$ cat config.mk
export PLATFORM = sky130hd
export DESIGN_NAME = lsd_scan_decoder
export DESIGN_NICKNAME = d
export VERILOG_FILES = /design/src/logic/lsd_pkg.sv /design/src/logic/lsd_scan_decoder.sv
export SDC_FILE = /design/constraint.sdc
export NUM_CORES = 1
export LEC_CHECK = 0
export ABC_CLOCK_PERIOD_IN_PS = 6620
export BUFFER_PORTS_ARGS = -buffer_cell sky130_fd_sc_hd__buf_4
export CAP_MARGIN = 10
export CORE_ASPECT_RATIO = 1.4
export CORE_MARGIN = 2
export CORE_UTILIZATION = 30
export DETAILED_ROUTE_END_ITERATION = 6
export GPL_TIMING_DRIVEN = 0
export PLACE_DENSITY = 0.47
export SLEW_MARGIN = 20
export SYNTH_ARGS = -nofsm -noshare
export SYNTH_HDL_FRONTEND = slang
export SYNTH_SLANG_ARGS = --single-unit
$ cat constraint.sdc
create_clock -name aclk -period 6.62 [get_ports aclk]
set_input_delay 0.331 -clock aclk [delete_from_list [all_inputs] [get_ports aclk]]
set_output_delay 0.331 -clock aclk [all_outputs]
set_load 0.05 [all_outputs]
$ cat src/logic/lsd_pkg.sv
// Shared constants, types and reset state for the LED scan decoder
package lsd_pkg;

   // ----------------------------------------------------------------
   // Timing
   // ----------------------------------------------------------------
   localparam int CLK_MHZ = 25;
   localparam int DIGIT_ON_US = 320;
   localparam int BLANK_US = 10;
   localparam int BLANK_MIN_US = 2;
   localparam int DIGIT_CYC = DIGIT_ON_US * CLK_MHZ;
   localparam int BLANK_CYC = BLANK_US * CLK_MHZ;
   localparam int BLANK_MIN_CYC = BLANK_MIN_US * CLK_MHZ;
   localparam int CNT_W = 16;

   // ----------------------------------------------------------------
   // Register map (byte addresses) and fields
   // ----------------------------------------------------------------
   localparam int ADDR_W = 6;
   localparam logic [5:0] OFF_CTRL = 6'h00;
   localparam logic [5:0] OFF_DATA = 6'h04;
   localparam logic [5:0] OFF_RAND = 6'h08;
   localparam logic [5:0] OFF_CFG = 6'h0c;
   localparam logic [5:0] OFF_STAT = 6'h10;
   localparam int CB_BURST = 7;
   localparam int CB_FONT = 6;
   localparam int CB_DECODE = 5;
   localparam int CB_RUN = 4;
   localparam int CB_BANK = 3;
   localparam int RA_ADDR_LSB = 8;
   localparam int CFG_RAND = 0;
   localparam int CFG_FMT_LSB = 1;
   localparam logic [1:0] FMT_LOW = 2'h0;
   localparam logic [1:0] FMT_MID = 2'h1;
   localparam logic [1:0] FMT_HIGH = 2'h2;
   localparam logic [7:0] CTRL_RST = 8'h30;
   localparam logic [2:0] CFG_RST = 3'h2;
   localparam logic [1:0] RESP_OKAY = 2'h0;
   localparam logic [1:0] RESP_SLVERR = 2'h2;

   // ----------------------------------------------------------------
   // Bus and display carriers
   // ----------------------------------------------------------------
   typedef struct packed {
      logic awvalid;
      logic [ADDR_W-1:0] awaddr;
      logic wvalid;
      logic [31:0] wdata;
      logic [3:0] wstrb;
      logic bready;
      logic arvalid;
      logic [ADDR_W-1:0] araddr;
      logic rready;
   } lsd_axi_req_t;

   typedef struct packed {
      logic awready;
      logic wready;
      logic bvalid;
      logic [1:0] bresp;
      logic arready;
      logic rvalid;
      logic [31:0] rdata;
      logic [1:0] rresp;
   } lsd_axi_rsp_t;

   typedef struct packed {
      logic [7:0] digit_on;
      logic [6:0] seg;
      logic decimal_point_drive;
      logic blank;
   } lsd_disp_t;

   // ----------------------------------------------------------------
   // Block state
   // ----------------------------------------------------------------
   typedef enum logic [1:0] {SC_OFF, SC_BLANK, SC_DRIVE} lsd_scan_t;

   typedef struct packed {
      logic aw_ok;
      logic [ADDR_W-1:0] aw_addr;
      logic w_ok;
      logic [10:0] w_data;
      logic [1:0] w_strb;
      logic bvalid;
      logic [1:0] bresp;
      logic rvalid;
      logic [15:0] rdata;
      logic [1:0] rresp;
      logic [7:0] ctrl;
      logic [2:0] cfg;
      logic [7:0][7:0] ram;
      logic [7:0][3:0] bank_b;
      logic [7:0] dec_flag;
      logic burst_on;
      logic [2:0] burst_cnt;
      lsd_scan_t scan;
      logic [2:0] pos;
      logic [CNT_W-1:0] cnt;
      lsd_disp_t disp;
   } lsd_state_t;

   localparam lsd_state_t ST_RST = '{
      scan: SC_OFF,
      ctrl: CTRL_RST,
      cfg: CFG_RST,
      disp: '{blank: 1'b1, default: '0},
      default: '0
   };

endpackage

$ cat src/logic/lsd_scan_decoder.sv
// Eight-digit LED scan decoder with display RAM behind an AXI4-Lite slave
//
// Overview of operation
// - Next data write stores byte at digit
// - Control bits 2:0 pick digit 1..8
// - Per-digit decode flag; one shared font
// - Control bits 4..6 set run/decode/font
// - Decoded: low nibble glyph, bit 7 point
// - Raw mode maps each bit to segment
// - One lights segment; point lights on zero
// - Random variant: address plus data write
// - Random variant: format pin, no raw mode
// - Shutdown stops scan, drivers off, writes kept
// - Control bit 4 low means shutdown
// - FF in font B, 80 raw blank
// - Each digit driven about 320 us
// - Blanking of 10 us between digits
// - Scan order 2,5,1,7,8,6,4,3
// - Blanking held active during shutdown
// - Data captured on completed write
// - Burst load: blank, eight writes, resume
// - Two nibble banks, shared point, decoded only
//
// The register addresses and the AXI4-Lite interface to the registers were decided locally.
`timescale 1ns/1ps

module lsd_scan_decoder #(
   parameter int DIGIT_CYCLES = lsd_pkg::DIGIT_CYC,
   parameter int BLANK_CYCLES = lsd_pkg::BLANK_CYC,
   parameter logic [41:0] HEX_HI_GLYPHS = {7'h47, 7'h4f, 7'h3d, 7'h4e, 7'h1f, 7'h77},
   parameter logic [41:0] CODEB_HI_GLYPHS = {7'h00, 7'h67, 7'h0e, 7'h37, 7'h4f, 7'h01}
) (
   input logic aclk,
   input logic aresetn,
   input lsd_pkg::lsd_axi_req_t axi_req,
   output lsd_pkg::lsd_axi_rsp_t axi_rsp,
   output lsd_pkg::lsd_disp_t disp
);
   import lsd_pkg::*;

   // ----------------------------------------------------------------
   // Elaboration checks
   // ----------------------------------------------------------------
   if (DIGIT_CYCLES < 2 || DIGIT_CYCLES >= (1 << CNT_W)) begin : g_bad_digit
      $error("DIGIT_CYCLES out of range");
   end
   if (BLANK_CYCLES < BLANK_MIN_CYC || BLANK_CYCLES >= (1 << CNT_W)) begin : g_bad_blank
      $error("BLANK_CYCLES out of range");
   end
   if (CODEB_HI_GLYPHS[41:35] != 7'h00) begin : g_bad_glyph
      $error("Code 1111 in font B must be dark");
   end

   // ----------------------------------------------------------------
   // Constant tables
   // ----------------------------------------------------------------
   // Numerals 0..9, segments a..g from bit 6 down to bit 0
   localparam logic [69:0] NUM_GLYPHS = {
      7'h7b, 7'h7f, 7'h70, 7'h5f, 7'h5b,
      7'h33, 7'h79, 7'h6d, 7'h30, 7'h7e
   };
   // Scan slot to digit index, slot 0 in the low bits
   localparam logic [23:0] SCAN_ORDER = {
      3'h2, 3'h3, 3'h5, 3'h7, 3'h6, 3'h0, 3'h4, 3'h1
   };
   localparam logic [CNT_W-1:0] DIG_LAST = CNT_W'(DIGIT_CYCLES - 1);
   localparam logic [CNT_W-1:0] BLK_LAST = CNT_W'(BLANK_CYCLES - 1);

   lsd_state_t q;
   lsd_state_t d;

   // ----------------------------------------------------------------
   // Segment decoder: returns {point_on, a..g}
   // ----------------------------------------------------------------
   function automatic logic [7:0] glyph(
      input logic [7:0] b,
      input logic [3:0] nb,
      input logic dec,
      input logic hex,
      input logic bk
   );
      logic [3:0] c;
      logic [6:0] s;
      // Bank B nibble only reaches decoded digits, the point is shared
      c = bk ? nb : b[3:0];
      if (!dec) begin
         s = {b[6], b[5], b[4], b[0], b[3], b[1], b[2]};
      end else if (c < 4'ha) begin
         s = NUM_GLYPHS[c*7 +: 7];
      end else if (hex) begin
         s = HEX_HI_GLYPHS[(c - 4'ha)*7 +: 7];
      end else begin
         s = CODEB_HI_GLYPHS[(c - 4'ha)*7 +: 7];
      end
      glyph = {~b[7], s};
   endfunction

   // ----------------------------------------------------------------
   // Next-state logic
   // ----------------------------------------------------------------
   always_comb begin
      // Bus and store scratch
      logic aw_hs;
      logic w_hs;
      logic have_aw;
      logic have_w;
      logic [ADDR_W-1:0] wa;
      logic [10:0] wd;
      logic [1:0] ws;
      logic [2:0] tgt;
      logic do_store;
      // Display scratch
      logic rnd;
      logic shut;
      logic hex;
      logic bank;
      logic [2:0] dig;
      logic [7:0] g;

      aw_hs = 1'b0;
      w_hs = 1'b0;
      have_aw = 1'b0;
      have_w = 1'b0;
      wa = '0;
      wd = '0;
      ws = '0;
      tgt = '0;
      do_store = 1'b0;
      rnd = 1'b0;
      shut = 1'b0;
      hex = 1'b0;
      bank = 1'b0;
      dig = '0;
      g = '0;

      // Every field except disp holds unless a branch below changes it; disp is rebuilt every cycle
      d = q;

      // Bus handshakes; address and data may come in either order
      aw_hs = axi_req.awvalid && !q.aw_ok && !q.bvalid;
      w_hs = axi_req.wvalid && !q.w_ok && !q.bvalid;
      have_aw = q.aw_ok || aw_hs;
      have_w = q.w_ok || w_hs;
      wa = q.aw_ok ? q.aw_addr : axi_req.awaddr;
      wd = q.w_ok ? q.w_data : axi_req.wdata[10:0];
      ws = q.w_ok ? q.w_strb : axi_req.wstrb[1:0];
      if (aw_hs) begin
         d.aw_ok = 1'b1;
         d.aw_addr = axi_req.awaddr;
      end
      if (w_hs) begin
         d.w_ok = 1'b1;
         d.w_data = axi_req.wdata[10:0];
         d.w_strb = axi_req.wstrb[1:0];
      end
      // Response accepted by the master
      if (q.bvalid && axi_req.bready) begin
         d.bvalid = 1'b0;
      end

      // Register writes, committed once both halves are held
      rnd = q.cfg[CFG_RAND];
      if (have_aw && have_w && !q.bvalid) begin
         d.aw_ok = 1'b0;
         d.w_ok = 1'b0;
         d.bvalid = 1'b1;
         d.bresp = RESP_OKAY;
         unique case ({wa[ADDR_W-1:2], 2'b00})
            OFF_CTRL: begin
               if (ws[0] && !rnd) begin
                  d.ctrl = wd[7:0];
                  d.burst_on = wd[CB_BURST];
                  d.burst_cnt = '0;
               end
            end
            OFF_DATA: begin
               if (ws[0] && !rnd) begin
                  if (!q.ctrl[CB_BURST]) begin
                     tgt = q.ctrl[2:0];
                     do_store = 1'b1;
                  end else if (q.burst_on) begin
                     tgt = q.burst_cnt;
                     do_store = 1'b1;
                     d.burst_cnt = q.burst_cnt + 3'h1;
                     d.burst_on = (q.burst_cnt != 3'h7);
                  end
               end
            end
            OFF_RAND: begin
               if (ws == 2'h3 && rnd) begin
                  // Random variant: decoded nibble plus point only
                  tgt = wd[RA_ADDR_LSB +: 3];
                  d.ram[tgt][3:0] = wd[3:0];
                  d.ram[tgt][7] = wd[7];
                  d.dec_flag[tgt] = 1'b1;
               end
            end
            OFF_CFG: begin
               if (ws[0]) begin
                  d.cfg = wd[2:0];
               end
            end
            default: begin
               if (wa[ADDR_W-1:2] != OFF_STAT[ADDR_W-1:2]) begin
                  d.bresp = RESP_SLVERR;
               end
            end
         endcase
      end

      // Display RAM store for the sequential variant
      if (do_store) begin
         d.dec_flag[tgt] = q.ctrl[CB_DECODE];
         if (!q.ctrl[CB_DECODE]) begin
            d.ram[tgt] = wd[7:0];
         end else if (q.ctrl[CB_BANK]) begin
            d.bank_b[tgt] = wd[3:0];
            d.ram[tgt][7] = wd[7];
         end else begin
            d.ram[tgt][3:0] = wd[3:0];
            d.ram[tgt][7] = wd[7];
         end
      end

      // Register reads
      if (q.rvalid && axi_req.rready) begin
         d.rvalid = 1'b0;
      end
      if (axi_req.arvalid && !q.rvalid) begin
         d.rvalid = 1'b1;
         d.rresp = RESP_OKAY;
         d.rdata = '0;
         unique case ({axi_req.araddr[ADDR_W-1:2], 2'b00})
            OFF_CTRL: d.rdata[7:0] = q.ctrl;
            OFF_DATA: d.rdata = '0;
            OFF_RAND: d.rdata = '0;
            OFF_CFG: d.rdata[2:0] = q.cfg;
            OFF_STAT: begin
               // Slot, shutdown, blank, burst active, burst count
               d.rdata[2:0] = q.pos;
               d.rdata[3] = (q.scan == SC_OFF);
               d.rdata[4] = q.disp.blank;
               d.rdata[5] = q.burst_on;
               d.rdata[8:6] = q.burst_cnt;
            end
            default: d.rresp = RESP_SLVERR;
         endcase
      end

      // Effective format from the variant in use
      if (rnd) begin
         shut = (q.cfg[CFG_FMT_LSB +: 2] == FMT_LOW);
         hex = (q.cfg[CFG_FMT_LSB +: 2] >= FMT_HIGH);
         bank = 1'b0;
      end else begin
         shut = !q.ctrl[CB_RUN];
         hex = q.ctrl[CB_FONT];
         bank = q.ctrl[CB_BANK] && q.ctrl[CB_DECODE];
      end
      dig = SCAN_ORDER[q.pos*3 +: 3];
      g = glyph(q.ram[dig], q.bank_b[dig], rnd || q.dec_flag[dig], hex,
                bank && q.dec_flag[dig]);

      // Scan sequencer: blank gap, then drive one digit
      unique case (q.scan)
         SC_OFF: begin
            d.cnt = '0;
            if (!shut) begin
               d.scan = SC_BLANK;
            end
         end
         SC_BLANK: begin
            d.cnt = q.cnt + CNT_W'(1);
            if (q.cnt == BLK_LAST) begin
               d.cnt = '0;
               d.scan = SC_DRIVE;
            end
         end
         SC_DRIVE: begin
            d.cnt = q.cnt + CNT_W'(1);
            if (q.cnt == DIG_LAST) begin
               d.cnt = '0;
               d.scan = SC_BLANK;
               d.pos = q.pos + 3'h1;
            end
         end
         default: begin
            // Unused code: fall back to idle so the scan restarts cleanly
            d.scan = SC_OFF;
            d.cnt = '0;
         end
      endcase
      if (shut) begin
         d.scan = SC_OFF;
         d.cnt = '0;
      end

      // Driver outputs, dark in blanking, shutdown and burst load
      d.disp = '{blank: 1'b1, default: '0};
      if (d.scan == SC_DRIVE && !q.burst_on) begin
         d.disp.blank = 1'b0;
         d.disp.digit_on = 8'h01 << dig;
         d.disp.seg = g[6:0];
         d.disp.decimal_point_drive = g[7];
      end
   end

   // ----------------------------------------------------------------
   // State register
   // ----------------------------------------------------------------
   always_ff @(posedge aclk) begin
      if (!aresetn) begin
         q <= ST_RST;
      end else begin
         q <= d;
      end
   end

   // ----------------------------------------------------------------
   // Outputs
   // ----------------------------------------------------------------
   // Write channels: readies combinational, response from flops
   assign axi_rsp.awready = !q.aw_ok && !q.bvalid;
   assign axi_rsp.wready = !q.w_ok && !q.bvalid;
   assign axi_rsp.bvalid = q.bvalid;
   assign axi_rsp.bresp = q.bresp;

   // Read channels: upper data bits are always zero
   assign axi_rsp.arready = !q.rvalid;
   assign axi_rsp.rvalid = q.rvalid;
   assign axi_rsp.rdata = {16'h0000, q.rdata};
   assign axi_rsp.rresp = q.rresp;

   // Display drivers straight from the state register
   assign disp = q.disp;

endmodule

Word level (Yosys, flattened, before mapping)
Index checks and enable logic that the tools add are counted.
{ "totals": {"reg_bits": 193, "wordCells": 209} }
{ "classes": {"bitwise_logic": 3, "n_mux": 84, "shift": 5, "n_lt_le_gt_ge": 7, "n_eq_ne": 19, "n_addsub": 4, "multipliers": 3, "n_reduce_logical": 46} }
{ "ops": {"columns": ["op", "count"], "rows": [
  ["64-bit bitwise mux", 6],
  ["64-bit two-way mux", 5],
  ["8-bit demux with 3-bit select", 5],
  ["104-bit two-way mux", 1],
  ["42-bit by 33-bit variable part select with 7-bit output (first input constant)", 2],
  ["70-bit by 8-bit variable part select with 7-bit output (first input constant)", 1],
  ["32-bit two-way mux", 2],
  ["8-bit two-way mux", 6],
  ["4-bit two-way mux", 9],
  ["32-bit bitwise mux", 1],
  ["16-bit case mux with 2 select lines", 1],
  ["8-bit binary-select mux with 3-bit select", 1],
  ["24-bit by 6-bit variable part select with 3-bit output (first input constant)", 1],
  ["21-bit two-way mux", 1],
  ["7-bit two-way mux", 3],
  ["19-bit two-way mux", 1],
  ["1-bit logical AND", 18],
  ["3-bit two-way mux", 6],
  ["16-bit by 1-bit adder with 16-bit output (second input constant)", 1],
  ["16-bit by 13-bit == test with 1-bit output (second input constant)", 1],
  ["16-bit by 8-bit == test with 1-bit output (second input constant)", 1],
  ["4-bit by 2-bit == test with 1-bit output (second input constant)", 4],
  ["16-bit two-way mux", 1],
  ["1-bit two-way mux", 15],
  ["45 further kinds", 78]
]} }

Longest topological paths before layout
Gate-level depths: netlist of run 1.
{ "depth": {"depth_word": 16, "depth_mapped": 30} }

Worst setup path after synthesis of run 1
No wires, ideal clock.
{ "synth_path": {"kind": "register to register", "startpoint": "reg q[33] (netlist bit)", "endpoint": "reg q (netlist bit disp[4])", "path_stages_with_launch": 30, "synth_period_minus_slack_ns": 6.012, "slack_ns": 0.608, "arrival_time_ns": 5.942, "cell_sequence": "dfxtp_1 > buf_6 > inv_1 > ha_1 > or2_1 > buf_2 > a311oi_1 > a32oi_1 > and2_1 > o21ai_1 > a21o_1 > clkbuf_1 > ha_1 > inv_1 > ha_1 > ha_1 > inv_1 > fa_1 > inv_1 > ha_1 > a21oi_1 > xor2_1 > nor4_1 > a22oi_1 > nor2_1 > a41o_1 > a31oi_1 > a211oi_1 > o31ai_1 > a21oi_1"} }
{ "synth_between": {"elab_chain_cells": 12} }
{ "synth_rtl": {"columns": ["element", "line", "source"], "rows": [
  ["start, declared", "lsd_scan_decoder.sv:69", "lsd_state_t q;"],
  ["start signal, assigned", "lsd_scan_decoder.sv:313", "q <= ST_RST;"],
  ["start signal, assigned", "lsd_scan_decoder.sv:315", "q <= d;"],
  ["3-bit by 2-bit multiplier with 5-bit output *", "lsd_scan_decoder.sv:260", "dig = SCAN_ORDER[q.pos*3 +: 3];"],
  ["24-bit by 6-bit variable part select with 3-bit output *", "lsd_scan_decoder.sv:260", null],
  ["1-bit binary-select mux with 3-bit select", "lsd_scan_decoder.sv:261, lsd_scan_decoder.sv:262", null],
  ["1-bit two-way mux (implied by the code)", "lsd_scan_decoder.sv:261, lsd_scan_decoder.sv:262", null],
  ["1-bit logical AND", "lsd_scan_decoder.sv:262", "bank && q.dec_flag[dig]);"],
  ["4-bit two-way mux", "lsd_scan_decoder.sv:85", "c = bk ? nb : b[3:0];"],
  ["4-bit by 4-bit subtractor with 5-bit output", "lsd_scan_decoder.sv:91, lsd_scan_decoder.sv:93", null],
  ["5-bit by 4-bit multiplier with 9-bit output", "lsd_scan_decoder.sv:91, lsd_scan_decoder.sv:93", null],
  ["42-bit by 33-bit variable part select with 7-bit output, on equally long branches", "lsd_scan_decoder.sv:93, lsd_scan_decoder.sv:91", null],
  ["7-bit two-way mux", "lsd_scan_decoder.sv:90", "end else if (hex) begin"],
  ["7-bit two-way mux", "lsd_scan_decoder.sv:88", "end else if (c < 4'ha) begin"],
  ["7-bit two-way mux *", "lsd_scan_decoder.sv:86", "if (!dec) begin"]
]} }
Every way passes the cells marked *; elsewhere a longest branch is shown, timed or not. The select of a mux whose other input is x is not followed.
A chain may end at the register's enable or synchronous reset.

Final worst setup path of run 1
Ends and elaborated chain as after synthesis.

==> results of run 1 <==
final timing paths:
path / startpoint / endpoint / slack [ns] / depth (start not counted)
worst max-delay path: q[33] / disp[4] / 0.35 / 25
worst min-delay path: axi_req[0] / axi_rsp[34] / 0.05 / 2
worst max register to register: q[33] / disp[4] / 0.35 / 25
worst min register to register: q[188] / q[188] / 0.46 / 2
timing repair:
item                       CTS  global route
cloned                       0             0
setup buffers                6             7
pin swaps                    3             6
setup endpoints to repair    7             7
resized for setup           31            25
stage by stage:
stage	hold slack [ns]	worst slack [ns]	instances	utilization, %	instance area [um2]
after floorplan	0.431	0.608	1403	-	11200
after global routing	0.0354	-0.0135	1972	35.8	13100
final	0.0465	0.350	1972	35.8	13100
after CTS	0.0207	0.0332	1965	35.4	12900
after detailed placement	0.449	-1.20	1930	33.4	12200
after global placement	0.439	-1.46	1930	33.3	12200
worst max-delay path, stage by stage (launching register included):
cell and delay [ns]:
dfxtp_1 0.38, buf_6 0.17, clkinvlp_4 0.14, ha_4 0.22, or2_1 0.20, buf_2 0.17, a211oi_1 0.39, a22o_1 0.27
nor2_1 0.11, a21oi_1 0.22, a21o_4 0.21, ha_1 0.19, inv_1 0.08, ha_2 0.39, inv_2 0.10, fa_1 0.51
inv_1 0.06, fa_1 0.68, clkbuf_2 0.27, clkbuf_2 0.30, nor2_1 0.12, a31oi_2 0.30, nand4_1 0.13, a211oi_1 0.29
o31ai_2 0.11, a21oi_1 0.15
flip-flops by register name, indices dropped and copies added, names as in the netlist:
signal,cells
q,159
disp,17
axi_rsp,13
cells by family after synthesis:
group           count (synthesis)  synth area share (%)
xor+xnor                       27                  2.14
other cells                     1                0.0339
compound gates                372                  22.3
mux                            81                  8.44
flops                         189                  34.2
buf+inv                       168                  8.14
simple gates                  509                  20.9
fa+ha+maj                      32                  3.82
cell type report:
class                      instances  area share, %
clock inverter                    14           1.09
tap                              467           4.46
timing repair buffer              73           4.18
inverter                          26          0.802
sequential                       189           28.9
multi-input combinational       1046           51.1
buffer                           139           6.16
clock buffer                      18           3.28
where the power goes:
| group | internal, W | leakage (nW) | switching, W |
|---|---|---|---|
| combinational | 0.0000797 | 3.18 | 0.000193 |
| clock | 0.000557 | 0.288 | 0.000486 |
| sequential | 0.00115 | 1.53 | 0.0000115 |
synth_stat cells, types with 11 or more instances:
cell type	n	area, um2
a31oi_1	11	68.8
clkbuf_1	66	248
inv_1	23	86.3
mux2i_1	57	571
a211oi_1	76	571
nor2b_1	14	87.6
nand2b_1	12	75.1
buf_4	55	413
and2_1	11	68.8
mux2_2	15	169
nand2_1	139	522
a21o_1	16	120
dfxtp_1	189	3780
nor2_1	212	796
nor3_1	26	130
xor2_1	14	123
o21ai_0	64	320
xnor2_1	13	114
nand3_1	36	180
a21oi_1	102	510
ha_1	29	363
placed cells by master (no fill, tap or decap), drive strengths merged, types with 6 or more instances in the layout:
master    n
nor2    215
dfxtp   189
buf     149
nand2   140
a21oi   102
clkbuf   81
a211oi   76
o21ai    73
mux2i    58
nand3    36
ha       29
nor3     27
inv      27
conb     25
a21o     16
mux2     15
nor2b    14
xor2     14
and2     14
xnor2    13
nand2b   12
a221oi   11
a31oi    11
nor4     11
nand4    10
and3     10
clkinv    9
mux4      8
a22o      8
o31ai     7
a22oi     6
o22ai     6
routing by layer:
| metal | wire length (um) | track usage (%) | vias to the layer above |
|---|---|---|---|
| met3 | 1500 | 2.66 | 70 |
| met2 | 20200 | 37.4 | 282 |
| met5 | 0 | 0 | - |
| met1 | 15800 | 22.6 | 4890 |
| met4 | 1460 | 9.38 | 0 |
| li1 | - | - | 5067 |
==> run_results.csv, run 1 <==
group,metric,value,unit
status,outcome,"completed",
detailed_routing,route.detailed.drc,0,
synthesis,yosysWarnings,0,
floorplanning,core_area,36600,um2
timing,finalSetupViolCount,0,
timing,worstMarginPinSlew,0.962,ns
clock_tree,clk_latency,0.46,ns
global_routing,grt_overflow,0,
pwr,p_leak,4.99,nW
clock_tree,cts_made_buffers,17,
synthesis,synth_cell_type_count,88,
placed_design,hpwl,29500,um
floorplanning,num_rows,83,
timing,finalHoldViolations,0,
detailed_routing,drt-vias-per-instance,5.23,
worst_setup_path,endpoint_kind,"flip-flop",
worst_setup_path,path_max_fanout,11,
timing,drv_slew,0,
cells_and_area,nets,1579,
cells_and_area,area_growth_syn_to_layout,18.4,%
detailed_routing,dr.pass1.iters,5,
worst_setup_path,worstPathArrival,6.65,ns
clock_tree,cts.sinks,189,
global_routing,grt_first_pass_wirelength,59500,um
cells_and_area,layout-drive-gt1-share,17.8,%
global_routing,grt_pass1_vias,10000,
synthesis,syn_area,11100,um2
detailed_routing,vias,10300,
floorplanning,start_util,30.3,%
cells_and_area,antenna_cells,0,
clock_tree,cts_root_buf,"clkbuf_16",
timing,slew_headroom,35.9,%
worst_setup_path,worstSetupPathType,"flip-flop to flip-flop",
detailed_routing,antenna_left,0,
detailed_routing,wirelength,38900,um
placed_design,gp_congestion,0.930,
pwr,power,0.00248,W
worst_setup_path,start_kind,"flip-flop",
detailed_routing,wl_per_cell,19.7,um
pwr,power_density,189,nW/um2
timing,fin_tns_setup,0,ns
synthesis,dominantRegCellSynth,"dfxtp_1",
worst_setup_path,required,7.00,ns
clock_tree,clk_pin_slew,0.07,ns
synthesis,seq_area_frac_synth,34.2,%
global_routing,grt_max_degree,17,
floorplanning,die_w,166,um
timing,skew,0.0133,ns
clock_tree,h-tree-depth,4,
hold_path,hold_class,"input pin to flip-flop",
placed_design,port_buffers,60,
clock_tree,cts_tree,"yes",
pwr,ir_worst_vdd,206,uV
floorplanning,die_h,231,um
floorplanning,dieArea,38400,um2
synthesis,synth_seq_cells,189,
global_routing,grt_usage,20.1,%
clock_tree,hold_buffers,0,
timing,layout_min_cycle_time,6.27,ns
timing,fmax,159,MHz
clock_tree,clockBufferDepth,2,
job,cap_violations,0,
cells_and_area,fill_cells,3855,
floorplanning,io_pins,113,
synthesis,synth_edf_count,0,
cells_and_area,multiInputGateArea,6700,um2
synthesis,syn_inst,1379,
cells_and_area,seq_area,3780,um2
detailed_routing,drt_iter0_markers,570,
timing,period_share,94.7,%
synthesis,synthArstFlopShare,0,%
global_routing,antenna_found_initial,0,
synthesis,syn_area_per_cell,8.02,um2
Note: power is estimated with default switching activity, not from simulation.
==> run 2, diff against run 1 <==
--- a/config.mk
+++ b/config.mk
@@ -11,9 +11,11 @@
 export CORE_ASPECT_RATIO = 1.4
 export CORE_MARGIN = 2
 export CORE_UTILIZATION = 30
+export CTS_BUF_LIST = sky130_fd_sc_hd__clkbuf_8
 export DETAILED_ROUTE_END_ITERATION = 6
 export GPL_TIMING_DRIVEN = 0
 export PLACE_DENSITY = 0.47
+export RECOVER_POWER = 25
 export SLEW_MARGIN = 20
 export SYNTH_ARGS = -nofsm -noshare
 export SYNTH_HDL_FRONTEND = slang
==> run_results.csv, run 2 (synthesized netlist as in run 1, its figures left out) <==
group,metric,value,unit
timing,fin_tns_setup,0,ns
worst_setup_path,start_kind,"flip-flop",
floorplanning,start_util,30.3,%
timing,layout_min_cycle_time,6.25,ns
clock_tree,clockBufferDepth,2,
worst_setup_path,path_max_fanout,11,
worst_setup_path,endpoint_kind,"flip-flop",
placed_design,port_buffers,60,
timing,skew,0.0200,ns
placed_design,place_ws,-1.20,ns
pwr,p_comb_share,12.0,%
pwr,power_density,173,nW/um2
floorplanning,die_w,166,um
global_routing,grt_overflow,0,
timing,finalSetupViolCount,0,
pwr,ir_worst_vdd,136,uV
clock_tree,cts_tree,"yes",
clock_tree,h-tree-depth,4,
detailed_routing,vias,10300,
global_routing,grt_pass1_vias,10000,
worst_setup_path,path_buf_inv,8,
timing,rsz0062_at_grt,"false",
worst_setup_path,worstSetupPathType,"flip-flop to flip-flop",
worst_setup_path,cp_top_family,"adder cells",
pwr,switchingPower,0.000659,W
placed_design,gp_congestion,0.930,
worst_setup_path,critPathSlowestCell,"fa_1",
pwr,p_leak,4.79,nW
cells_and_area,area_growth_syn_to_layout,15.8,%
status,outcome,"completed",
detailed_routing,wl_per_cell,19.6,um
cells_and_area,final_cells,1975,
pwr,power,0.00222,W
detailed_routing,drt_iter0_markers,626,
worst_setup_path,reg2reg_from,"q[33]",
floorplanning,io_pins,113,
timing,setup_slack,0.367,ns
pwr,p_int,0.00156,W
worst_setup_path,required,7.05,ns
cells_and_area,nets,1581,
global_routing,grt_util_met3,2.83,%
detailed_routing,wirelength,38700,um
clock_tree,cts.sinks,189,
detailed_routing,dr.pass1.iters,5,
global_routing,antenna_found_initial,1,
clock_tree,clk_latency,0.51,ns
cells_and_area,largest_register_ffs,159,
cells_and_area,final_cell_mix,"211 x nor2_1, 189 x dfxtp_1, 138 x nand2_1, 99 x a21oi_1, 98 x buf_4",
floorplanning,die_h,231,um
cells_and_area,layout-drive-gt1-share,15.7,%
clock_tree,clk_pin_slew,0.10,ns
pwr,seqPwrFrac,52.4,%
cells_and_area,fill_cells,3904,
global_routing,grt_max_degree,17,
global_routing,grt_usage,20.0,%
worst_setup_path,max_stage_delay,0.68,ns
detailed_routing,route.detailed.drc,0,
clock_tree,cts_root_buf,"clkbuf_8",
clock_tree,cts_made_buffers,17,
worst_setup_path,worstPathArrival,6.68,ns
detailed_routing,drt-vias-per-instance,5.20,
job,cap_violations,0,
global_routing,grt_busiest_layer,"met2",
timing,fmax,160,MHz
global_routing,grt_util_met1,22.6,%
hold_path,hold_class,"input pin to flip-flop",
global_routing,grt_first_pass_wirelength,59500,um
detailed_routing,antenna_left,0,
timing,worstMarginPinSlew,0.933,ns
timing,slew_headroom,37.8,%
timing,period_share,94.4,%
cells_and_area,largest_register,"q",
worst_setup_path,crit_path_start,"q[33]",
floorplanning,core_area,36600,um2
timing,finalHoldViolations,0,
pwr,p_clk_share,35.6,%
hold_path,hp-start,"axi_req[19]",
global_routing,met2_usage,37.4,%
timing,drv_slew,0,
placed_design,hpwl,29500,um
floorplanning,num_rows,83,
cells_and_area,mostFrequentLayoutCell,"nor2_1",
placed_design,place_inst,1930,
cells_and_area,seq_area,3780,um2
cells_and_area,multiInputGateArea,6700,um2
pwr,p_sw_share,29.7,%
floorplanning,dieArea,38400,um2
## run 2: cell types whose count changed in the layout (fill, tap and decap cells not counted), sizes merged
cell         delta
buf            -31
clkbuf         +31
diode           +1
dlygate4sd3     +1
inv             +1
## run 2: stage by stage
stage	hold WS [ns]	util [%]	instance area [um2]
6_report	0.0776	35.0	12800
5_1_grt	0.0547	35.0	12800
4_1_cts	0.0412	34.9	12800
3_5_place_dp	0.449	33.4	12200
3_3_place_gp	0.439	33.3	12200
2_1_floorplan	0.431	-	11200
## run 2: worst reg2reg max path: cells and delay by family (launching register included)
kind,cells,cell delay [ns]
simple gates,4,0.57
fa+ha+maj,5,1.99
compound gates,8,1.93
flops,1,0.39
buf+inv,8,1.29
## run 2: layout make-up
cell class              instances  area share [%]
diodes                          1          0.0195
plain buffers                 139            6.30
clock buffers                  17            1.83
clock inverters                15            1.14
inverters                      26           0.821
multi-input cells            1046            52.3
flip-flops and latches        189            29.5
well taps                     467            4.56
repair buffers                 75            3.48
## run 2: path summary, 6_finish.rpt
kind              endpoint  slack [ns]  cells past startpoint
setup / recovery   disp[4]        0.37                     25
setup reg to reg   disp[4]        0.37                     25
hold reg to reg     q[188]        0.46                      2
hold / removal      q[187]        0.08                      3
## run 2: routing by layer
metal	routed length, um	vias up
li1	-	5064
met1	15900	4847
met2	19900	283
met3	1400	67
met4	1510	0
met5	0	-
## run 2: repair_timing
action | 4_1_cts | 5_1_grt
setup buffers | 7 | 7
resized for setup | 30 | 28
pin swaps | 3 | 6
endpoints found under the hold margin | 1 | 0
hold buffers | 1 | 0
setup endpoints to repair | 7 | 7
## run 2: power groups by stage
stage	Combinational, W	Sequential [W]	Clock (W)
after floorplan	0.000183	0.00119	0
after global placement	0.000271	0.00119	0
after detailed placement	0.000271	0.00119	0
after CTS	0.000273	0.00116	0.000811
after global routing	0.000286	0.00117	0.000852
final	0.000266	0.00116	0.000791
